==> config.mk <==
export PLATFORM = sky130hd
export DESIGN_NAME = cond_branch_flag_clear
export DESIGN_NICKNAME = d
export VERILOG_FILES = /design/src/cond_branch_pkg.sv /design/src/cond_branch_flag_clear.sv /design/src/cond_branch_target.sv
export VERILOG_INCLUDE_DIRS = /design/src
export SDC_FILE = /design/constraint.sdc
export NUM_CORES = 1
export LEC_CHECK = 0
export ABC_CLOCK_PERIOD_IN_PS = 2300
export BUFFER_PORTS_ARGS = -buffer_cell sky130_fd_sc_hd__buf_2
export CORE_UTILIZATION = 50
export CTS_CLUSTER_DIAMETER = 100
export DETAILED_ROUTE_END_ITERATION = 10
export PLACE_DENSITY = 0.76
export SYNTH_ARGS = -nofsm -noshare
export SYNTH_HDL_FRONTEND = slang
export SYNTH_SLANG_ARGS = --single-unit
==> constraint.sdc <==
create_clock -name i_clk -period 2.3 [get_ports i_clk]
set_clock_uncertainty 0.1 [all_clocks]
set_input_delay 0.46 -clock i_clk [delete_from_list [all_inputs] [get_ports i_clk]]
set_output_delay 0.46 -clock i_clk [all_outputs]
set_load 0.01 [all_outputs]
==> src/cond_branch_cfg.svh <==
// constants for the conditional branch decoder
`ifndef COND_BRANCH_CFG_SVH
`define COND_BRANCH_CFG_SVH

`define CB_OPC_NONNEG    8'he7
`define CB_OPC_NOOVF     8'he5
`define CB_PC_WIDTH      21
`define CB_PC_STEP       21'h000002
`define CB_PC_RESET      21'h000000
`define CB_PHASES        4

`endif

==> src/cond_branch_pkg.sv <==
// types shared by the conditional branch decoder files
package cond_branch_pkg;

    typedef enum logic [1:0] {
        PH_Q1,
        PH_Q2,
        PH_Q3,
        PH_Q4
    } phase_t;

    typedef struct packed {
        logic        is_branch;
        logic        is_nonneg;
        logic [7:0]  offset;
    } decode_t;

    typedef struct packed {
        logic        negative;
        logic        overflow;
    } flags_t;

endpackage : cond_branch_pkg

==> src/cond_branch_flag_clear.sv <==
// decode and execute of branch-if-nonnegative and branch-if-no-overflow
`timescale 1ns/100ps
`include "cond_branch_cfg.svh"

module cond_branch_flag_clear
    import cond_branch_pkg::*;
(
    input  wire logic                    i_clk,
    input  wire logic                    i_reset,
    input  wire logic                    i_instr_valid,
    input  wire logic [15:0]             i_instr,
    input  wire logic [`CB_PC_WIDTH-1:0] i_pc,
    input  wire flags_t                  i_flags,
    output logic                         o_busy,
    output logic                         o_pc_write,
    output logic [`CB_PC_WIDTH-1:0]      o_pc_target,
    output logic                         o_flush,
    output logic                         o_done,
    output logic [1:0]                   o_phase
);

    // ------------------------------------------------------------
    // timing overview
    // ------------------------------------------------------------
    // one instruction cycle is four clocks, q1..q4, counted by phase_q.
    // q1 edge: the fetched word is classified and its address + 2 kept.
    // q2 edge: the offset literal is latched; fetch must hold the word.
    // q3 edge: the flags are sampled and the decision is registered;
    //          the target is registered at the same edge.
    // q4     : o_pc_write pulses for a taken branch, else o_done pulses.
    // a taken branch then spends one whole cycle as a flush, in which
    // the word on the fetch port is dropped and o_done pulses at its q4.
    // flags are only read; nothing here ever writes them back.
    // limitation: the decision uses the flags as seen in q3, so an
    // instruction that updates them must have done so by then.

    // ------------------------------------------------------------
    // decode helpers
    // ------------------------------------------------------------

    // classify an instruction word; only the two flag-clear branches
    function automatic decode_t decode_word(input logic [15:0] w);
        decode_t d;
        d.is_nonneg = (w[15:8] == `CB_OPC_NONNEG);
        d.is_branch = d.is_nonneg || (w[15:8] == `CB_OPC_NOOVF);
        d.offset    = w[7:0];
        return d;
    endfunction : decode_word

    // branch condition: each instruction tests its own flag for zero;
    // shared by the q3 decision, the q4 write strobe and the done strobe
    function automatic logic branch_taken(input logic   nonneg,
                                          input flags_t flags);
        logic t;
        if (nonneg) begin
            t = !flags.negative;
        end else begin
            t = !flags.overflow;
        end
        return t;
    endfunction : branch_taken

    // ------------------------------------------------------------
    // state
    // ------------------------------------------------------------
    phase_t                  phase_q;
    logic                    active_q;     // branch instruction in its first cycle
    logic                    flush_q;      // second, no-operation cycle
    logic                    nonneg_q;
    logic [7:0]              offset_q;     // literal latched in q2
    logic                    take_q;       // decision made in q3
    logic [`CB_PC_WIDTH-1:0] pc_next_q;
    logic [`CB_PC_WIDTH-1:0] target_w;
    decode_t                 dec_w;

    assign dec_w = decode_word(i_instr);

    cond_branch_target u_target (
        .i_pc_next (pc_next_q),
        .i_offset  (offset_q),
        .o_target  (target_w)
    );

    // ------------------------------------------------------------
    // four-phase instruction cycle
    // ------------------------------------------------------------

    // phase counter free-runs; each instruction cycle is q1..q4
    always_ff @(posedge i_clk) begin
        if (i_reset) begin
            phase_q <= PH_Q1;
        end else begin
            case (phase_q)
                PH_Q1:   phase_q <= PH_Q2;
                PH_Q2:   phase_q <= PH_Q3;
                PH_Q3:   phase_q <= PH_Q4;
                default: phase_q <= PH_Q1;
            endcase
        end
    end

    // q1 decode: accept a word only at cycle start and not during flush
    always_ff @(posedge i_clk) begin
        if (i_reset) begin
            active_q  <= 1'b0;
            nonneg_q  <= 1'b0;
            pc_next_q <= `CB_PC_RESET;
        end else if (phase_q == PH_Q1) begin
            active_q  <= i_instr_valid && dec_w.is_branch && !flush_q;
            nonneg_q  <= dec_w.is_nonneg;
            pc_next_q <= i_pc + `CB_PC_STEP;
        end else if (phase_q == PH_Q4) begin
            active_q  <= 1'b0;
        end
    end

    // q2 read literal; word held stable by fetch across the cycle
    always_ff @(posedge i_clk) begin
        if (i_reset) begin
            offset_q <= 8'h00;
        end else if (phase_q == PH_Q2 && active_q) begin
            // the literal comes from the word as it stands in q2
            offset_q <= dec_w.offset;
        end
    end

    // ------------------------------------------------------------
    // decision and program counter write
    // ------------------------------------------------------------

    // q3 process: flags sampled here, never written back
    always_ff @(posedge i_clk) begin
        if (i_reset) begin
            take_q <= 1'b0;
        end else if (phase_q == PH_Q3) begin
            take_q <= active_q && branch_taken(nonneg_q, i_flags);
        end
    end

    // q4 write pc when taken; not-taken makes no write
    always_ff @(posedge i_clk) begin
        if (i_reset) begin
            o_pc_write  <= 1'b0;
            o_pc_target <= `CB_PC_RESET;
        end else begin
            // strobe only in q4 and only for a taken branch
            o_pc_write  <= (phase_q == PH_Q3) && active_q
                           && branch_taken(nonneg_q, i_flags);
            if (phase_q == PH_Q3) begin
                o_pc_target <= target_w;
            end
        end
    end

    // taken branch costs a second cycle spent as a no-operation flush
    always_ff @(posedge i_clk) begin
        if (i_reset) begin
            flush_q <= 1'b0;
        end else if (phase_q == PH_Q4) begin
            flush_q <= take_q;
        end
    end

    // ------------------------------------------------------------
    // status outputs
    // ------------------------------------------------------------

    // busy trails the decode by one phase: the branch is only known
    // once q1 has been sampled, so neither q1 nor q2 of the first cycle shows busy
    always_ff @(posedge i_clk) begin
        if (i_reset) begin
            o_busy <= 1'b0;
        end else if (phase_q == PH_Q4) begin
            o_busy <= take_q;
        end else begin
            o_busy <= active_q || flush_q;
        end
    end

    // flush level covers the four phases of the no-operation cycle
    always_ff @(posedge i_clk) begin
        if (i_reset) begin
            o_flush <= 1'b0;
        end else if (phase_q == PH_Q4) begin
            o_flush <= take_q;
        end else begin
            o_flush <= flush_q;
        end
    end

    // done pulses in the last q4: first cycle if not taken, else flush
    always_ff @(posedge i_clk) begin
        if (i_reset) begin
            o_done <= 1'b0;
        end else begin
            o_done <= (phase_q == PH_Q3)
                      && ((active_q && !branch_taken(nonneg_q, i_flags))
                          || flush_q);
        end
    end

    // phase copy for the core, registered so the port comes from a flop
    always_ff @(posedge i_clk) begin
        if (i_reset) begin
            o_phase <= 2'h0;
        end else begin
            case (phase_q)
                PH_Q1:   o_phase <= 2'h1;
                PH_Q2:   o_phase <= 2'h2;
                PH_Q3:   o_phase <= 2'h3;
                default: o_phase <= 2'h0;
            endcase
        end
    end

endmodule : cond_branch_flag_clear

==> src/cond_branch_target.sv <==
// branch target adder: pc plus twice the signed offset
`timescale 1ns/100ps
`include "cond_branch_cfg.svh"

module cond_branch_target
    import cond_branch_pkg::*;
(
    input  wire logic [`CB_PC_WIDTH-1:0] i_pc_next,
    input  wire logic [7:0]              i_offset,
    output logic      [`CB_PC_WIDTH-1:0] o_target
);

    // sign extend then double; pc already holds own address plus two
    always_comb begin
        o_target = i_pc_next
                 + {{(`CB_PC_WIDTH-9){i_offset[7]}}, i_offset, 1'b0};
    end

endmodule : cond_branch_target

==> impl_metrics.tcl <==
set metrics [dict create \
    hpwl_mm 7.08 \
    cts-hold-fix-buffers 0 \
    worst_slew_pin_slew_ps 434 \
    max_stage_delay_ps 460 \
    wl_mm 9.48 \
    final_common_cell "buf_2" \
    clock_latency_ps 340 \
    synth.cell_area_um2 3560 \
    drt_iter0_markers 161 \
    powerDensity_nw_per_um2 765 \
    final_antenna_net_count 0 \
    drc 0 \
    fin_ws_ps 38.2 \
    start_util_pct 52.1 \
    synth-seq-area-share_pct 33.2 \
    die-area_um2 7460 \
    drv_cap 0 \
    via_per_inst 5.59 \
    slew_headroom_pct 70.8 \
    numCtsBuffers 9 \
    gp_congestion 0.852 \
    grt_first_pass_wirelength_mm 15.2 \
    grt_overflow 0 \
    synthDistinctLibCells 55 \
    grt_pass1_vias 3294 \
    cts_tree "yes" \
    top_level_ports 69 \
    ys_async_sr_fraction_pct 0 \
    layout_min_cycle_time_ps 2260 \
    dieHeight_um 86.4 \
    cp_max_fo 5 \
    synth_edf_count 0 \
    ys_ff_latch 59 \
    synth_ff_type "dfxtp_1" \
    syn_to_final_growth_pct 29.3 \
    cp_cell_sequence "ha_1 > o21ai_0 > o21ai_1 > o211ai_1 > o21a_1 > or4b_1 > o311ai_0" \
    firstDrtPassIters 4 \
    path_class "flip-flop to flip-flop" \
    stdcell_count 636 \
    synth_top_cell_area_share_pct 33.2 \
    vdd_drop_max_v 0.000384 \
    cts_max_path_buffers 2 \
    coreArea_um2 6830 \
    synth_area_leaders "dfxtp_1 33%, ha_1 8.4%, nor2_1 5.4%, nand2_1 4.2%, mux2i_1 3.9%" \
    rrSetupSlack_ps 40 \
    antenna_found_initial 0 \
    fmax_ghz 0.442 \
    grt_max_degree 50 \
    critPathRequiredTime_ps 2420 \
    grt_use_total_pct 26.2 \
    synth.avg_cell_area_um2 8.11 \
    status "complete, no violations" \
    drive_above_1_share_pct 28.5 \
    rows 30 \
    synth.net_count 506 \
    place_inst 617 \
    arrival_ps 2380 \
    yosysWarnings 0 \
    p_leak_nw 1.96 \
    power_w 0.00352 \
    io_buffer_count 68 \
    wl_per_cell_um 14.9 \
    cp_slowest_cell "or4b_1" \
    vias 3557 \
    post-place-ws_ps -50.1 \
    startpoint_type "flip-flop" \
    min_period_over_period_pct 98.3 \
    antenna_cells 0 \
    hold_viol_final 0 \
    setup_viol 0 \
    final-max-slew-violation-count 0 \
    nets 602 \
    holdWs_ps 234 \
    die_x_um 86.4 \
    synth_area_leader_cell "dfxtp_1" \
    clk_pin_slew_ps 70 \
    final_cell_mix "68 x buf_2, 56 x dfxtp_1, 50 x nor2_1, 41 x buf_4, 39 x nand2_1" \
    cts.sinks 59 \
    worstHoldPathType "primary input to flip-flop" \
    cts_htree_levels 3 \
    syn_inst 439 \
    setup_tns_ps 0 \
    critPathCaptureType "flip-flop" \
    cts-root-buf "clkbuf_8" \
]
-- state kept, by name (all words and copies together) (netlist names) --
| register | count |
|---|---|
| o_flush | 1 |
| take_q | 1 |
| o_done | 1 |
| nonneg_q | 1 |
| o_phase | 2 |
| active_q | 1 |
| o_pc_target | 21 |
| o_pc_write | 1 |
| o_busy | 1 |
| pc_next_q | 21 |
| offset_q | 8 |
-- critical path: cells and delay by family (launching register included) --
family	cells	cell delay [ps]
AOI/OAI and AO/OA	5	950
adders and majority gates	1	270
DFF	1	360
and+or+nand+nor	1	460
-- synthesized netlist by cell type (all sizes together), types with 10 or more instances --
| library cell | number |
|---|---|
| dfxtp | 59 |
| nor2 | 51 |
| nand2 | 40 |
| nand3 | 26 |
| ha | 24 |
| a21oi | 23 |
| clkbuf | 23 |
| o21ai | 23 |
| mux2i | 14 |
| a211oi | 12 |
| or3 | 11 |
| nand4 | 10 |
-- metal layers --
| metal | share of wire (%) | GRT usage [%] | vias to the layer above |
|---|---|---|---|
| met3 | 4.9 | 4.67 | 15 |
| met4 | 1.6 | 8.94 | 0 |
| met5 | 0 | 0 | - |
| met1 | 47 | 34.9 | 1630 |
| met2 | 46 | 42.6 | 106 |
| li1 | - | - | 1806 |
-- stage by stage --
| stage | util (%) | instance area (um^2) |
|---|---|---|
| final | 67.4 | 4600 |
| after global placement | 62.0 | 4240 |
| after detailed placement | 62.0 | 4240 |
| after floorplan | - | 3570 |
| after global routing | 67.4 | 4600 |
| after CTS | 65.6 | 4480 |
-- layout make-up --
type	count	area (um^2)
Clock inverter	4	73.8
Fill cell	589	2230
Sequential cell	59	1190
Inverter	8	30.0
Timing Repair Buffer	111	679
Tap cell	96	120
Clock buffer	12	145
Multi-Input combinational cell	346	2370
-- timing repair --
action | CTS | global route
pin swaps | 2 | 17
setup endpoints to repair | 2 | 11
setup buffers | 0 | 3
resized for setup | 6 | 25
-- final timing paths --
path	startpoint	end	cells past startpoint
min	i_pc[1]	pc_next_q[1]	2
max reg2reg	pc_next_q[3]	o_pc_target[10]	7
min reg2reg	offset_q[3]	offset_q[3]	2
max	pc_next_q[3]	o_pc_target[10]	7
-- logic make-up after synthesis --
| kind of cell | Yosys count | synth area share, % |
|---|---|---|
| flops | 59 | 33.2 |
| fa+ha+maj | 25 | 9.00 |
| mux | 14 | 3.94 |
| xor+xnor | 16 | 3.94 |
| buf+inv | 34 | 3.79 |
| compound gates | 107 | 20.3 |
| simple gates | 184 | 25.8 |
-- power by group --
part	switching (W)	internal, W
clock network	0.000405	0.000641
logic	0.000675	0.000501
registers	0.000117	0.00118
Power figures use the tool's default switching activity.
